### config.mk
export PLATFORM = sky130hd
export DESIGN_NAME = ptx_lane
export DESIGN_NICKNAME = d
export VERILOG_FILES = /design/src/rtl/ptx_pkg.sv /design/src/rtl/ptx_reverser.sv /design/src/rtl/ptx_enc8b10b.sv /design/src/rtl/ptx_lane.sv
export VERILOG_INCLUDE_DIRS = /design/src /design/src/rtl
export SDC_FILE = /design/constraint.sdc
export NUM_CORES = 1
export LEC_CHECK = 0
export ABC_AREA = 1
export BUFFER_PORTS_ARGS = -buffer_cell sky130_fd_sc_hd__buf_2
export CAP_MARGIN = 20
export CORE_ASPECT_RATIO = 1.75
export CORE_MARGIN = 10
export CORE_UTILIZATION = 25
export CTS_BUF_LIST = sky130_fd_sc_hd__clkbuf_4
export CTS_CLUSTER_DIAMETER = 80
export DETAILED_ROUTE_END_ITERATION = 12
export SKIP_LAST_GASP = 1
export SLEW_MARGIN = 0
export SYNTH_ARGS = -nofsm -noshare
export SYNTH_HDL_FRONTEND = slang
export SYNTH_SLANG_ARGS = --single-unit
### constraint.sdc
create_clock -name ref_clk -period 14 [get_ports ref_clk]
set_input_delay 0.7 -clock ref_clk [delete_from_list [all_inputs] [get_ports ref_clk]]
set_output_delay 0.7 -clock ref_clk [all_outputs]
set_load 0.02 [all_outputs]
### src/rtl/ptx_consts.svh
// shared offsets, field positions and widths for the transmit lane
`ifndef PTX_CONSTS_SVH
`define PTX_CONSTS_SVH
`define PTX_WORD_W      20
`define PTX_SYM_W       10
`define PTX_BYTE_W      8
`define PTX_LO_BYTE_MSB 7
`define PTX_LO_K_BIT    8
`define PTX_HI_BYTE_LSB 10
`define PTX_HI_K_BIT    18
`define PTX_NARROW_MASK 20'h3_FCFF
`define PTX_MAX_BOND    12
`define PTX_K28_CODE    5'h1C
`define PTX_RD_RESET    1'b0
`endif

### src/rtl/ptx_pkg.sv
// types shared by the transmit lane modules
package ptx_pkg;
    // fabric word width mode
    typedef enum logic [1:0] {
        PTX_M8  = 2'b00,
        PTX_M16 = 2'b01,
        PTX_M10 = 2'b10,
        PTX_M20 = 2'b11
    } ptx_mode_e;
    // where the reversal unit sits
    typedef enum logic [1:0] {
        PTX_BYPASS = 2'b00,
        PTX_PRE    = 2'b01,
        PTX_POST   = 2'b10
    } ptx_rsel_e;
endpackage

### src/rtl/ptx_reverser.sv
// polarity, bit order and byte order reversal of one 20-bit lane word
`timescale 1ns/100ps
`default_nettype none
`include "ptx_consts.svh"
module ptx_reverser
    import ptx_pkg::*;
(
    // word path
    input  wire logic [19:0] word_in,
    output logic      [19:0] word_out,
    // configuration
    input  wire logic        wide,
    input  wire logic        dual,
    input  wire logic        pol_en,
    input  wire logic        bitrev_en,
    input  wire logic        swap_en
);
    logic [19:0] mask;  // bits touched by inversion
    logic [19:0] inv;   // after polarity
    logic [19:0] rev;   // after bit order

    // reverse each 10-bit half, whole symbol or only its byte
    function automatic logic [19:0] mirror(input logic [19:0] w, input logic full);
        logic [19:0] r;
        r = w;
        for (int h = 0; h < 2; h++) begin
            for (int b = 0; b < 10; b++) begin
                if (full) begin
                    r[h*10+b] = w[h*10+9-b];
                end else if (b < 8) begin
                    r[h*10+b] = w[h*10+7-b];
                end
            end
        end
        return r;
    endfunction

    // combinational: invert, then mirror, then exchange halves
    always_comb begin
        mask = wide ? 20'hF_FFFF : `PTX_NARROW_MASK;
        if (!dual) begin
            mask[19:10] = 10'h000; // upper half idle in single-symbol modes
        end
        inv = pol_en ? (word_in ^ mask) : word_in;
        rev = bitrev_en ? mirror(inv, wide) : inv;
        if (swap_en && dual) begin
            word_out = {rev[9:0], rev[19:10]};
        end else begin
            word_out = rev;
        end
    end
endmodule
`default_nettype wire

### src/rtl/ptx_enc8b10b.sv
// one 8b/10b encoder: byte plus control flag to a 10-bit code group
`timescale 1ns/100ps
`default_nettype none
`include "ptx_consts.svh"
module ptx_enc8b10b
    import ptx_pkg::*;
(
    // byte in
    input  wire logic [7:0] data,
    input  wire logic       k,
    input  wire logic       rd_in,
    // code group out
    output logic      [9:0] code,
    output logic            rd_out,
    output logic            k_bad
);
    // 6-bit sub-block for negative disparity, written abcdei (a leftmost)
    localparam logic [5:0] T6 [32] = '{
        6'b100111, 6'b011101, 6'b101101, 6'b110001, 6'b110101, 6'b101001, 6'b011001, 6'b111000,
        6'b111001, 6'b100101, 6'b010101, 6'b110100, 6'b001101, 6'b101100, 6'b011100, 6'b010111,
        6'b011011, 6'b100011, 6'b010011, 6'b110010, 6'b001011, 6'b101010, 6'b011010, 6'b111010,
        6'b110011, 6'b100110, 6'b010110, 6'b110110, 6'b001110, 6'b101110, 6'b011110, 6'b101011};
    // 4-bit data sub-block for negative disparity, written fghj
    localparam logic [3:0] T4D [8] = '{4'b1011, 4'b1001, 4'b0101, 4'b1100,
                                       4'b1101, 4'b1010, 4'b0110, 4'b1110};
    // 4-bit control sub-block after a positive 6-bit result
    localparam logic [3:0] T4K [8] = '{4'b0100, 4'b1001, 4'b0101, 4'b0011,
                                       4'b0010, 4'b1010, 4'b0110, 4'b1000};

    logic [4:0] x;   // low five data bits
    logic [2:0] y;   // high three data bits
    logic [5:0] s6;  // 6-bit sub-block
    logic [3:0] s4;  // 4-bit sub-block
    logic       mid; // disparity between the sub-blocks

    // the code words are written a-first, the output wants a at bit 0
    function automatic logic [5:0] rev6(input logic [5:0] v);
        return {v[0], v[1], v[2], v[3], v[4], v[5]};
    endfunction
    function automatic logic [3:0] rev4(input logic [3:0] v);
        return {v[0], v[1], v[2], v[3]};
    endfunction

    // combinational encode, disparity chains through both sub-blocks
    always_comb begin
        x  = data[4:0];
        y  = data[7:5];
        s6 = (k && x == `PTX_K28_CODE) ? 6'b001111 : T6[x];
        // flip unbalanced blocks, and D.07, when running positive
        if (rd_in && ($countones(s6) != 3 || s6 == 6'b111000)) begin
            s6 = ~s6;
        end
        mid = ($countones(s6) != 3) ? ~rd_in : rd_in;
        if (k) begin
            s4 = mid ? T4K[y] : ~T4K[y];
        end else begin
            s4 = T4D[y];
            // alternate x.7 keeps runs at five bits or less
            if (y == 3'd7 && ((!mid && x inside {5'd17, 5'd18, 5'd20}) ||
                              (mid && x inside {5'd11, 5'd13, 5'd14}))) begin
                s4 = 4'b0111;
            end
            if (mid && ($countones(s4) != 2 || s4 == 4'b1100)) begin
                s4 = ~s4;
            end
        end
        rd_out = ($countones(s4) != 2) ? ~mid : mid;
        code   = {rev4(s4), rev6(s6)};
        // only K28.y and K23/27/29/30.7 name control symbols
        k_bad  = k && !(x == `PTX_K28_CODE ||
                        (y == 3'd7 && x inside {5'd23, 5'd27, 5'd29, 5'd30}));
    end
endmodule
`default_nettype wire

### src/rtl/ptx_lane.sv
// transmit lane: optional reversal, 8b/10b encoding, word to serializer
`timescale 1ns/100ps
`default_nettype none
`include "ptx_consts.svh"
module ptx_lane
    import ptx_pkg::*;
#(
    parameter int BOND_LANES = 1, // lanes in this bonded group
    parameter int LANE_INDEX = 0  // this lane's place in the group
)
(
    // clock and reset
    input  wire logic        ref_clk,
    input  wire logic        rst_b,
    // fabric word
    input  wire logic        tx_valid,
    input  wire logic [19:0] tx_data,
    // configuration
    input  wire logic [1:0]  mode,
    input  wire logic [1:0]  rev_sel,
    input  wire logic        pol_en,
    input  wire logic        bitrev_en,
    input  wire logic        swap_en,
    input  wire logic        rd_restart,
    // to serializer
    output logic      [19:0] ser_data,
    output logic             ser_valid,
    // status
    output logic             ctrl_err,
    output logic             comma_sent,
    output logic             rd_state,
    output logic             bond_lead
);
    // refuse group sizes the bonding fabric cannot carry, at elaboration
    if (BOND_LANES < 1 || BOND_LANES > `PTX_MAX_BOND) begin : g_bad_bond
        $error("bond group size out of range");
    end
    // a lane outside its own group could never see the shared restart
    if (LANE_INDEX < 0 || LANE_INDEX >= BOND_LANES) begin : g_bad_index
        $error("lane index outside bond group");
    end

    ptx_mode_e   mode_q;      // decoded width mode
    ptx_rsel_e   rsel_q;      // decoded reversal placement
    logic        encode;      // byte modes go through the encoders
    logic        dual;        // two symbols per word
    logic [19:0] pre_word;    // after the pre-encode reverser
    logic [19:0] pre_sel;     // pre reverser result or raw input
    logic [19:0] enc_word;    // encoded or raw symbols
    logic [19:0] post_word;   // after the post-encode reverser
    logic [19:0] out_word;    // word bound for the serializer
    logic [2:0]  rd_chain;    // disparity: carried in, low out, high out
    logic [1:0]  k_bad;       // per-byte bad control value
    logic [1:0]  is_comma;    // per-byte comma symbol
    logic [19:0] code;        // both encoder outputs
    logic        rd;          // running disparity held between words
    logic        next_rd;
    logic [19:0] next_ser_data;
    logic        next_ser_valid;
    logic        next_ctrl_err;
    logic        next_comma_sent;

    // decode the configuration buses; unused placement code means bypass
    function automatic ptx_rsel_e dec_rsel(input logic [1:0] v);
        unique case (v)
            2'b01:   return PTX_PRE;
            2'b10:   return PTX_POST;
            default: return PTX_BYPASS;
        endcase
    endfunction

    // comma test on the encoder input byte: K28.1, K28.5 and K28.7
    function automatic logic comma_byte(input logic [7:0] b, input logic k);
        return k && b[4:0] == `PTX_K28_CODE &&
               (b[7:5] == 3'd1 || b[7:5] == 3'd5 || b[7:5] == 3'd7);
    endfunction

    assign mode_q = ptx_mode_e'(mode);
    assign rsel_q = dec_rsel(rev_sel);
    // generic lane: 8b/10b is the only encoder, raw modes bypass it
    assign encode = (mode_q == PTX_M8) || (mode_q == PTX_M16);
    assign dual   = (mode_q == PTX_M16) || (mode_q == PTX_M20);

    // pre-encode reverser sees byte layout in byte modes
    ptx_reverser u_pre (
        .word_in   (tx_data),
        .word_out  (pre_word),
        .wide      (!encode),
        .dual      (dual),
        .pol_en    (pol_en),
        .bitrev_en (bitrev_en),
        .swap_en   (swap_en)
    );

    // only one reverser may act at once, the other passes through
    assign pre_sel = (rsel_q == PTX_PRE) ? pre_word : tx_data;

    // cascaded encoders, byte 0 first, disparity flows low to high
    assign rd_chain[0] = rd;
    genvar g;
    generate
        for (g = 0; g < 2; g++) begin : g_enc
            ptx_enc8b10b u_enc (
                .data   (pre_sel[g*10 +: 8]),
                .k      (pre_sel[g*10 + 8]),
                .rd_in  (rd_chain[g]),
                .code   (code[g*10 +: 10]),
                .rd_out (rd_chain[g+1]),
                .k_bad  (k_bad[g])
            );
            assign is_comma[g] = comma_byte(pre_sel[g*10 +: 8], pre_sel[g*10 + 8]);
        end
    endgenerate

    // pick encoded or raw symbols; single-symbol modes clear the top half
    always_comb begin
        if (encode) begin
            enc_word = dual ? code : {10'h000, code[9:0]};
        end else begin
            enc_word = dual ? pre_sel : {10'h000, pre_sel[9:0]};
        end
    end

    // post-encode reverser always sees full symbols
    ptx_reverser u_post (
        .word_in   (enc_word),
        .word_out  (post_word),
        .wide      (1'b1),
        .dual      (dual),
        .pol_en    (pol_en),
        .bitrev_en (bitrev_en),
        .swap_en   (swap_en)
    );

    assign out_word = (rsel_q == PTX_POST) ? post_word : enc_word;

    // next disparity and output word
    always_comb begin
        next_rd         = rd;
        next_ser_data   = ser_data;
        next_ser_valid  = tx_valid;
        next_ctrl_err   = 1'b0;
        next_comma_sent = 1'b0;
        if (rd_restart) begin
            // whole bond group restarts together from negative disparity
            next_rd = `PTX_RD_RESET;
        end else if (tx_valid && encode) begin
            next_rd = dual ? rd_chain[2] : rd_chain[1];
        end
        if (tx_valid) begin
            next_ser_data = out_word;
            if (encode) begin
                // the fabric broke its side: flag a bad control value
                next_ctrl_err   = k_bad[0] || (dual && k_bad[1]);
                next_comma_sent = is_comma[0] || (dual && is_comma[1]);
            end
        end
    end

    // register disparity and every output but bond_lead; data holds when idle
    always_ff @(posedge ref_clk or negedge rst_b) begin
        if (!rst_b) begin
            rd         <= `PTX_RD_RESET;
            ser_data   <= 20'h0_0000;
            ser_valid  <= 1'b0;
            ctrl_err   <= 1'b0;
            comma_sent <= 1'b0;
        end else begin
            rd         <= next_rd;
            ser_data   <= next_ser_data;
            ser_valid  <= next_ser_valid;
            ctrl_err   <= next_ctrl_err;
            comma_sent <= next_comma_sent;
        end
    end

    assign rd_state  = rd;
    // lane zero leads the group when disparity restarts are shared
    assign bond_lead = (LANE_INDEX == 0);
endmodule
`default_nettype wire

* After elaboration in Yosys (flattened, before gate mapping)
Memories as Yosys holds them, arrays and structs flattened.
Index checks and enable logic that the tools add are counted.
Widths: inputs -> output; s select.
** Storage, ports and cells
- Memories kept :: 6
- Flip-flop bits (word level) :: 24
- Bits in read-only memories :: 512
** Operators by class
- Bitwise logic cells :: 16
- Eq/ne operators :: 46
- $add $sub $neg :: 32
- Magnitude comparators :: 4
- Multiplexer cells :: 72
- Reduce and logical (&&, ||, !) cells :: 50
** Memories
- (name not given) :: depth 32, bits a word 6, rd ports 1, clocked after Yosys merged registers in 0, write ports 0, RTL line ptx_enc8b10b.sv:48 : s6 = (k && x == `PTX_K28_CODE) ? 6'b001111 : T6[x];
- (name not given) :: depth 32, bits a word 6, rd ports 1, clocked after Yosys merged registers in 0, write ports 0, RTL line ptx_enc8b10b.sv:48
- (name not given) :: depth 8, bits a word 4, rd ports 1, clocked after Yosys merged registers in 0, write ports 0, RTL line ptx_enc8b10b.sv:55 : s4 = mid ? T4K[y] : ~T4K[y];
- (name not given) :: depth 8, bits a word 4, rd ports 1, clocked after Yosys merged registers in 0, write ports 0, RTL line ptx_enc8b10b.sv:57 : s4 = T4D[y];
- (name not given) :: depth 8, bits a word 4, rd ports 1, clocked after Yosys merged registers in 0, write ports 0, RTL line ptx_enc8b10b.sv:55
- (name not given) :: depth 8, bits a word 4, rd ports 1, clocked after Yosys merged registers in 0, write ports 0, RTL line ptx_enc8b10b.sv:57
** Operators with widths (number)
- $add 32x32->32 :: 12
- $ne 32x3->1 const B :: 8
- $mux 20 :: 12
- $eq 5x5->1 const B :: 16
- $mux 4 :: 18
- $mux 6 :: 8
- $add 1x1->2 :: 20
- $xor 20x20->20 :: 2
- $mux 1 :: 31
- $eq 5x4->1 const B :: 6
- $logic_and 1x1->1 :: 22
- $mux 10 :: 2
- $logic_or 1x1->1 :: 16
- $not 4->4 :: 4
- $eq 3x3->1 const B :: 4
- $eq 6x6->1 const B :: 2
- $ge 6x6->1 const B :: 2
- $not 5->6 :: 2
- $not 6->6 :: 2
- $reduce_bool 3->1 :: 4
- $eq 4x4->1 const B :: 2
- $ge 4x4->1 const B :: 2
- $not 3->4 :: 2
- $reduce_bool 4->1 :: 2
- 8 further kinds :: 19

* Logic depth before layout (Yosys ltp)
Gate-level depths: netlist of run 1.
- Word-level depth :: 71
- Gate-level depth with buffers :: 97
- Depth with buffers taken out :: 95

* Hierarchy
From an unflattened synthesis of run 1, not the netlist that was laid out.
** Unflattened totals
- Cell total of the unflattened synthesis :: 1098
- Area total of the unflattened synthesis :: 6526.3 µm²
** By module, submodules not included
- ptx_reverser :: times used 2, area each 1043.5 µm², cells an instance 210
- ptx_lane :: times used 1, area each 1851.8 µm², cells an instance 290
- ptx_enc8b10b at g_enc[1].u_enc :: times used 1, area each 1352.5 µm², cells an instance 194
- ptx_enc8b10b at g_enc[0].u_enc :: times used 1, area each 1234.9 µm², cells an instance 194

* Least setup slack after synthesis of run 1
Ideal clock, no wire load.
- Kind :: input port to flip-flop
- Start point :: in pol_en
- End point :: reg rd (netlist: rd_state)
- Buffers on the path :: 3
- Setup time :: 99 ps
- Cell stages on the path :: 90
- Arrival time :: 14617 ps
- Setup slack :: -717 ps
- Cell sequence :: buf_6 nand2_4 buf_2 nor2_1 xor2_1 nand2_1 nand3_1 nand2_1 nand2_1 nand2_1 nand2_1 inv_1 ha_1 inv_1 nor2_2 a21oi_1 nand2_1 nand2_1 [... 54 more ...] inv_1 ha_1 ha_1 fa_1 inv_1 a2111oi_0 nor2_2 inv_2 nand3_1 nand3_1 nand2_1 ha_1 ha_1 fa_1 nor3b_1 xor2_1 nand2_1 a311oi_1
** On the way
- Cells in the longest elaborated chain, start to end :: 66
- Elaborated cells between the ends (all ways) :: 158
- Classes of those cells :: add/sub (32); eq/ne (28); mux (55); bitwise (13); reduce/logical (24); memory (6)
** RTL lines
- start, declared :: RTL line ptx_lane.sv:21 : input wire logic pol_en,
- $mux 20 (*) :: RTL line ptx_reverser.sv:44 : inv = pol_en ? (word_in ^ mask) : word_in;
- $mux 1 :: RTL line ptx_reverser.sv:28 : if (full) begin
- $mux 20 (*) :: RTL line ptx_reverser.sv:45 : rev = bitrev_en ? mirror(inv, wide) : inv;
- $mux 20 (*) :: RTL line ptx_reverser.sv:46 : if (swap_en && dual) begin
- $mux 20 (*) :: RTL line ptx_lane.sv:96 : assign pre_sel = (rsel_q == PTX_PRE) ? pre_word : tx_data;
- $not 5->6 (not written as such) :: RTL line ptx_enc8b10b.sv:48
- $mem_v2 32x6
- $mux 6 (not written as such) (2 in a row) :: RTL line ptx_enc8b10b.sv:48
- [... 49 more ...]
- $mux 4 :: RTL line ptx_enc8b10b.sv:54 : if (k) begin
- $add 1x1->2 (not written as such) :: RTL line ptx_enc8b10b.sv:67 : rd_out = ($countones(s4) != 2) ? ~mid : mid;
- $add 32x32->32 (not written as such) :: RTL line ptx_enc8b10b.sv:67
- $ne 32x3->1 :: RTL line ptx_enc8b10b.sv:67
- $mux 1 :: RTL line ptx_enc8b10b.sv:67
- $mux 1 (*) :: RTL line ptx_lane.sv:148 : next_rd = dual ? rd_chain[2] : rd_chain[1];
- $mux 1 (*) :: RTL line ptx_lane.sv:147 : end else if (tx_valid && encode) begin
- $mux 1 (*) :: RTL line ptx_lane.sv:144 : if (rd_restart) begin
- end signal, assigned :: RTL line ptx_lane.sv:163 : rd <= `PTX_RD_RESET;
- end signal, assigned :: RTL line ptx_lane.sv:169 : rd <= next_rd;
- end, declared :: RTL line ptx_lane.sv:56 : logic rd;
Every way passes the cells marked *; elsewhere a longest branch is shown, timed or not. The select of a mux whose other input is x is not followed.
A chain may end at the register's enable or synchronous reset.

* Final worst setup path of run 1
Same ends and word-level chain as after synthesis.

==> results of run 1 <==
sequential cells by signal, summed over array words and instances (netlist names):
| name | count |
|---|---|
| comma_sent | 1 |
| ctrl_err | 1 |
| ser_valid | 1 |
| rd_state | 1 |
| ser_data | 20 |
worst register-to-register path: cells and delay by family (launching register included):
family	cells	cell delay (ns)
AND/OR/NAND/NOR	28	2.72
flip-flops	1	0.55
adder cells (fa/ha/maj)	16	5.16
buffers and inverters	10	0.90
AO/OA/AOI/OAI	5	1.08
XOR/XNOR	3	0.50
how the worst min path moves through the flow:
stage                      start            to  cells after the start
global placement    ser_data[12]  ser_data[12]                      2
CTS                        rst_b   ser_data[4]                      1
global route               rst_b   ser_data[4]                      1
detailed placement  ser_data[15]  ser_data[15]                      2
finish                     rst_b   ser_data[4]                      1
floorplan                  rst_b    comma_sent                      0
stage by stage:
stage	TNS [ns]	cells	setup slack, ns
detailed placement	-0.6134	1509	-0.6134
floorplan	0	1043	0.004405
CTS	0	1549	0.01710
global route	-0.8238	1568	-0.4598
global placement	-0.4185	1509	-0.4185
finish	0	1568	0.3594
logic make-up (layout without fill, tap and decap cells):
group | count (synthesis) | after routing | synth area share (%)
buf+inv | 156 | 371 | 11.35
xor+xnor | 15 | 15 | 2.647
fa+ha+maj | 53 | 53 | 12.11
other cells | 1 | 1 | 0.06150
compound gates | 107 | 107 | 10.94
simple gates | 686 | 688 | 52.88
flops | 24 | 24 | 9.850
mux | 1 | 1 | 0.1642
per-layer routing:
layer	track usage, %	wire length, um	up-vias
met5	0	0	-
met4	7.167	1259	0
met3	1.110	796	82
met2	27.31	12830	252
met1	15.77	9364	3557
li1	-	-	3839
cells in the final DEF (no fill, tap or decap), types with 12 or more instances in the layout:
cell type / netlist / routed
a21oi_1: 38 / 32
a21oi_2: 6 / 12
buf_2: 16 / 50
buf_4: 10 / 197
dfrtp_1: 24 / 24
ha_1: 43 / 24
ha_4: 0 / 15
inv_1: 85 / 71
inv_2: 21 / 29
nand2_1: 326 / 294
nand2_2: 25 / 50
nand3_1: 200 / 174
nand3_2: 18 / 41
nand4_1: 17 / 17
nor2_1: 56 / 47
nor2_2: 10 / 16
nor2_4: 8 / 12
o21ai_0: 19 / 18
o21ai_1: 16 / 15
repair_timing:
action	4_1_cts	5_1_grt
endpoints found under the hold margin	0	0
setup buffers	36	18
gates cloned	0	3
pin swaps	7	97
setup endpoints to repair	1	17
gates resized for setup	14	147
final cells by class:
cell class,count,area [um2]
Fill cell,2612,15160
Clock buffer,3,22.52
Sequential cell,24,600.6
Timing Repair Buffer,257,1891
Multi-Input combinational cell,865,5519
Tap cell,308,385.4
Clock inverter,1,3.754
Inverter,110,440.4
==> metrics list, run 1 <==
* CP endpoint: rd_state
- Of all flip-flops after synthesis, the portion carrying an async set or reset was 100.0%.
- Across all hold checks on the routed design, the worst slack comes to roughly 0.31 ns.
- Biggest fanout along the worst timing path: 7
* FF-to-FF setup slack: about 3.0 ns
* Global-route congestion overflow total: 0
- Final setup viols: 0
- During placement, the flow inserted port buffers numbering 54.
* Clock Latency Late Sink: 0.35 ns
- Total number of yosys warnings: 0
* Total core area: around 24000 um2
- Among all flip-flop cells after synthesis, the most frequent one is dfrtp_1.
* Path category of the worst min-delay check: input pin to asynchronous set/reset pin
- Counting flops and latches in the post-synthesis netlist gives 24.
* Slew at the pin with the worst max-slew slack: around 0.84 ns
- At the worst endpoint, the required time is 14.26 ns.
* Netlist area before placement: around 6100 um2
* Post-route cell area: between 8000 and 9000 um2
- Launch point of the worst path: pol_en
* Critical path depth: a little under 90
- The clock arrives with about 0.011 ns of skew.
* Synth top area cells: nand2_1 20%, nand3_1 16%, dfrtp_1 9.9%
- Cell taking the most area after synthesis: nand2_1
- The first global-routing pass estimated 37920 um of wire.
* Clock buffers created by TritonCTS: 3
- CP Data Arrival Time: 13.90 ns
* Crit path max-delay family: adder cells
* Syn nets: approximately 1100
- CTS built an H-tree with a depth of 1.
- Startpoint of the worst register-to-register path: rd_state
* Highest Clock Rate: 0.07331 GHz
- Distinct cell type count of the synthesized netlist: 54
* Synth Instances: about 1000
* FF-to-FF End: rd_state
* Initial antenna violation count: 0
* Cts hold-fix bufs: 0
- The worst setup path is captured at a flip-flop.
- After synthesis, the most frequently instantiated cells are 326 x nand2_1, 200 x nand3_1, 85 x inv_1, 56 x nor2_1, 43 x ha_1.
- Via count of the first global-routing pass: 7556
- Result of the run: finished clean
- Dividing the detail-routed via count by the number of cells gives about 5.
* Final count of pins violating max slew: 0
- The worst path uses a little over nine tenths of the clock period.
- Delay of the slowest cell on the worst path: between 0.5 and 0.6 ns
* Number of sinks handled by clock tree synthesis: 24
- Headroom to the max-slew limit came out at 43.89%.
- Vias after detailed routing: 7730
- RSZ-0062 raised after global routing: yes
- Averaged over all synthesized cells, the footprint is 5.846 um2.
- The slowest stage of the critical path belongs to the cell fa_2.
- The initial utilization of the core area, before any placement, comes to approximately a quarter.
- Iteration-0 DRC count of the detailed router: 438
- Nature of the critical path startpoint: input pin
- Portion of synthesized cell area occupied by the leading cell type: between 20% and 30%
- Post-Route WL: 24250 um
- Global routing used between 10 and 15% of the available tracks.
- Type of the setup path with the least slack: input pin to flip-flop
- Final critical path time including I/O delays and setup: about 14 ns
- Number of buffer and inverter stages on the critical path: 15
- Measured along the y axis, the die boundary spans between 200 and 250 um.
- Dpl cell area: around 7700 um2
- After detailed routing, the average wire length per cell comes to between 15 and 20 um.
- At the end of the flow, the number of nets in the layout was roughly 1300.
- Number of max-cap violations: 0
* Maximum number of pins on one net before global-route repair: 31
* Part of the Yosys area used for sequential elements: under 10%
* Number of flops mapped to enable cells by yosys: 0
* Boundary Pins: between 50 and 60
* R2R depth: 62
* Layout cell share with drive strength beyond 1: about 40%
- In this run the clock root is driven by a clkbuf_4.
- The die covers approximately 31000 um2.
- Cell repeated most along the worst path: nand2_2
- Number of DRC violations after detailed routing: 0
* Iteration count of the initial detailed-routing pass: 5
- Std-Cell Rows: 75
- TritonCTS built the clock tree.
* RePlAce Congestion: approximately 0.94
- Yosys instantiated no cell more often than nand2_1.
- After clock tree synthesis, the clock-pin slew on the worst setup and hold paths is 0.14 ns.
* Fin util: between 30% and 40%
- Detailed placement finished with a half-perimeter wire length of about 19000 um.
- ANT cells: 0
* Number of endpoints with negative hold slack in the final report: 0
- Number of buffers between clock root and the deepest sink: 2
- The die is 138.1 um wide.
- The area growth from synthesis to layout is 45.35%.
* Remaining number of nets flagged by the antenna check after routing: 0
Power of run 1 is left out: the tool's default activity adds up to more than one toggle a clock period on the data nets, which glitch-free logic cannot reach.
==> run 2: changes to the inputs <==
--- a/config.mk
+++ b/config.mk
@@ -7,7 +7,7 @@
 export NUM_CORES = 1
 export LEC_CHECK = 0
 export ABC_AREA = 1
-export BUFFER_PORTS_ARGS = -buffer_cell sky130_fd_sc_hd__buf_2
+export ABC_CLOCK_PERIOD_IN_PS = 14000
 export CAP_MARGIN = 20
 export CORE_ASPECT_RATIO = 1.75
 export CORE_MARGIN = 10
@@ -15,6 +15,7 @@
 export CTS_BUF_LIST = sky130_fd_sc_hd__clkbuf_4
 export CTS_CLUSTER_DIAMETER = 80
 export DETAILED_ROUTE_END_ITERATION = 12
+export DONT_BUFFER_PORTS = 1
 export SKIP_LAST_GASP = 1
 export SLEW_MARGIN = 0
 export SYNTH_ARGS = -nofsm -noshare
==> run 2 against run 1 <==
Against the previous run: via count is 6.5% lower; clock skew shrank 0.0069 ns; critical endpoint unchanged; count of clock-buffer cells in the layout is the same.
==> metrics list, run 2 (synthesis results as in run 1) <==
- Die X-Extent: 138.1 um (unchanged)
- Slew at the pin with the worst max-slew slack: 0.8164 ns (was 0.8361 ns)
* Register with the most flip-flops: ser_data (unchanged)
* Layout cell share with drive strength beyond 1: 32.31% (was 40.16%)
* Crit path max-delay family: adder cells (unchanged)
* Number of buffer and inverter stages on the critical path: 11 (was 15)
- The number of standard-cell rows in the floorplan came to 75 (unchanged).
- Type of the setup path with the least slack: input pin to flip-flop (unchanged)
- The count of buffers inserted at the top-level ports is 0 (was 54).
* Cell repeated most along the worst path: nand2_2 (unchanged)
* RSZ-0062 raised after global routing: yes (unchanged)
* Most common library cell in the layout ignoring fill and taps: nand2_1 (unchanged)
* Total negative slack for setup checks: 0 ns (unchanged)
- Result of the run: finished clean (unchanged).
* DP HPWL: 18440 um (was 18680 um)
- The number of design rule violations left after detail routing was 0 (unchanged).
* Total core area: 24020 um2 (unchanged)
- The layout overhead on the synthesized area was 30.17% (was 45.35%).
- The vias after detailed routing was 7229 (was 7730).
- Highest Clock Rate: 0.07384 GHz (was 0.07331 GHz)
- The share of the clock period used by the worst path came to 96.73% (was 97.43%).
* Slowest cell on the critical path: fa_2 (unchanged)
- The number of antenna violations at the first check in global routing was 2 (was 0).
- Number of flip-flops in the largest register: 20 (unchanged)
* Number of max-cap violations: 0 (unchanged)
- Path category of the worst min-delay check: input pin to asynchronous set/reset pin (unchanged)
- Startpoint of the worst register-to-register path: rd_state (unchanged)
- Worst slew margin relative to its limit: 45.20% (was 43.89%)
* Final critical path time including I/O delays and setup: 13.54 ns (was 13.64 ns)
- Data required time at the worst endpoint: 14.25 ns (was 14.26 ns)
- The final-report hold violation count was 0 (unchanged).
- Clock root buffer: clkbuf_4 (unchanged)
* Boundary Pins: 56 (unchanged)
- The maximum fanout count along the critical path is 35 (was 7).
- Die area: 31280 um2 (unchanged)
* Worst setup EP type: flip-flop (unchanged)
- The total number of nets in the final design came to 1224 (was 1345).
- The delay of the slowest critical-path stage came to 0.53 ns (about the same).
- The clock tree from TritonCTS was yes (unchanged).
* Clock Latency Late Sink: 0.34 ns (was 0.35 ns)
* Remaining number of nets flagged by the antenna check after routing: 0 (unchanged)
* Fin util: 33.04% (was 36.89%)
- The number of buffers added by the clock tree synthesis step was 3 (unchanged).
- The number of slew-limit violations in the final report was 0 (unchanged).
* FF-to-FF End: rd_state (unchanged)
- The wire length of the first global-routing pass was 35400 um (was 37920 um).
* Nature of the critical path startpoint: input pin (unchanged)
- Final Worst Setup Slack: 0.4580 ns (was 0.3594 ns)
* Die extent in y: 226.6 um (unchanged)
- R2R depth: 61 (was 62)
- The worst clock skew is 0.004562 ns (was 0.01142 ns).
- The global-route congestion overflow total was 0 (unchanged).
- Number of buffers between clock root and the deepest sink: 2 (unchanged)
* Wire per inst: 15.82 um (was 15.46 um)
- RePlAce Congestion: 0.9401 (was 0.9416)
* Number of sinks handled by clock tree synthesis: 24 (unchanged)
* Global-route usage over all layers: 13.70% (was 14.46%)
- FF-to-FF setup slack: 2.80 ns (was 3.00 ns)
* H-Tree Level Count: 1 (unchanged)
* Highest-count cells in the layout ignoring fill and taps: 299 x nand2_1, 183 x nand3_1, 131 x buf_4, 69 x inv_1, 48 x nand2_2 (was 294 x nand2_1, 197 x buf_4, 174 x nand3_1, 71 x inv_1)
- CP Data Arrival Time: 13.79 ns (was 13.90 ns)
- Iteration count of the initial detailed-routing pass: 5 (unchanged)
- The total detailed-routing wirelength was 22920 um (was 24250 um).
- Clock transition time at the flip-flop clock pins of the worst setup and hold paths: 0.14 ns (about the same)
* Worst-case setup slack after placement: -0.4098 ns (was -0.6134 ns)
- The number of setup violations in the final report was 0 (unchanged).
- Iteration-0 DRC count of the detailed router: 410 (was 438)
- Maximum number of pins on one net before global-route repair: 36 (was 31)
* Via count of the first global-routing pass: 6779 (was 7556)
- The initial standard-cell utilization of the core is 25.38% (unchanged).
- Vias per cell: 4.989 (was 4.930)
[run 2: cell count changes in the layout (fill, tap and decap cells not counted), sizes merged]
| cell | before | now |
|---|---|---|
| diode | 0 | 2 |
| nand2 | 353 | 352 |
| dlygate4sd3 | 0 | 1 |
| nor2 | 76 | 75 |
| clkbuf | 4 | 3 |
| buf | 256 | 137 |
[run 2: timing repair]
item | in CTS | in global routing
endpoints found under the setup margin | 1 | 17
buffers inserted | 0 | 16
endpoints found under the hold margin | 0 | 11
hold buffers | 0 | 1
pin swaps | 1 | 95
gates resized for setup | 2 | 127
[run 2: worst max path at each step]
| stage | endpoint | from | cells past startpoint | slack (ns) |
|---|---|---|---|---|
| 2_1_floorplan | rd_state | pol_en | 86 | 0.004 |
| 3_3_place_gp | rd_state | mode[0] | 88 | -0.15 |
| 3_5_place_dp | rd_state | mode[0] | 87 | -0.41 |
| 4_1_cts | rd_state | mode[0] | 87 | 0.03 |
| 5_1_grt | rd_state | pol_en | 85 | -0.28 |
| 6_report | rd_state | pol_en | 81 | 0.46 |
[run 2: layout make-up]
cell class	count	area, um2
Sequential cell	24	600.6
Clock buffer	3	22.52
Fill cell	2711	16090
Clock inverter	1	3.754
Tap cell	308	385.4
Multi-Input combinational cell	863	5400
Antenna cell	2	5.005
Timing Repair Buffer	138	1079
Inverter	110	440.4
[run 2: per-layer routing]
metal  share of wire, %  global-route usage (%)
met2                 54                   26.03
met5                  0                       0
met4                4.4                   6.689
met3                5.3                   2.451
met1                 36                   14.04
[run 2: through the flow]
| step | std cells | instance area (um2) | hold WS [ns] |
|---|---|---|---|
| 5_1_grt | 1449 | 7936 | 0.002722 |
| 6_report | 1449 | 7936 | 0.03217 |
| 3_3_place_gp | 1426 | 7228 | 0.4065 |
| 4_1_cts | 1430 | 7263 | 0.01195 |
| 2_1_floorplan | 1043 | 6182 | 0.4044 |
| 3_5_place_dp | 1426 | 7228 | 0.4056 |
Power of run 2 is left out for the same reason.
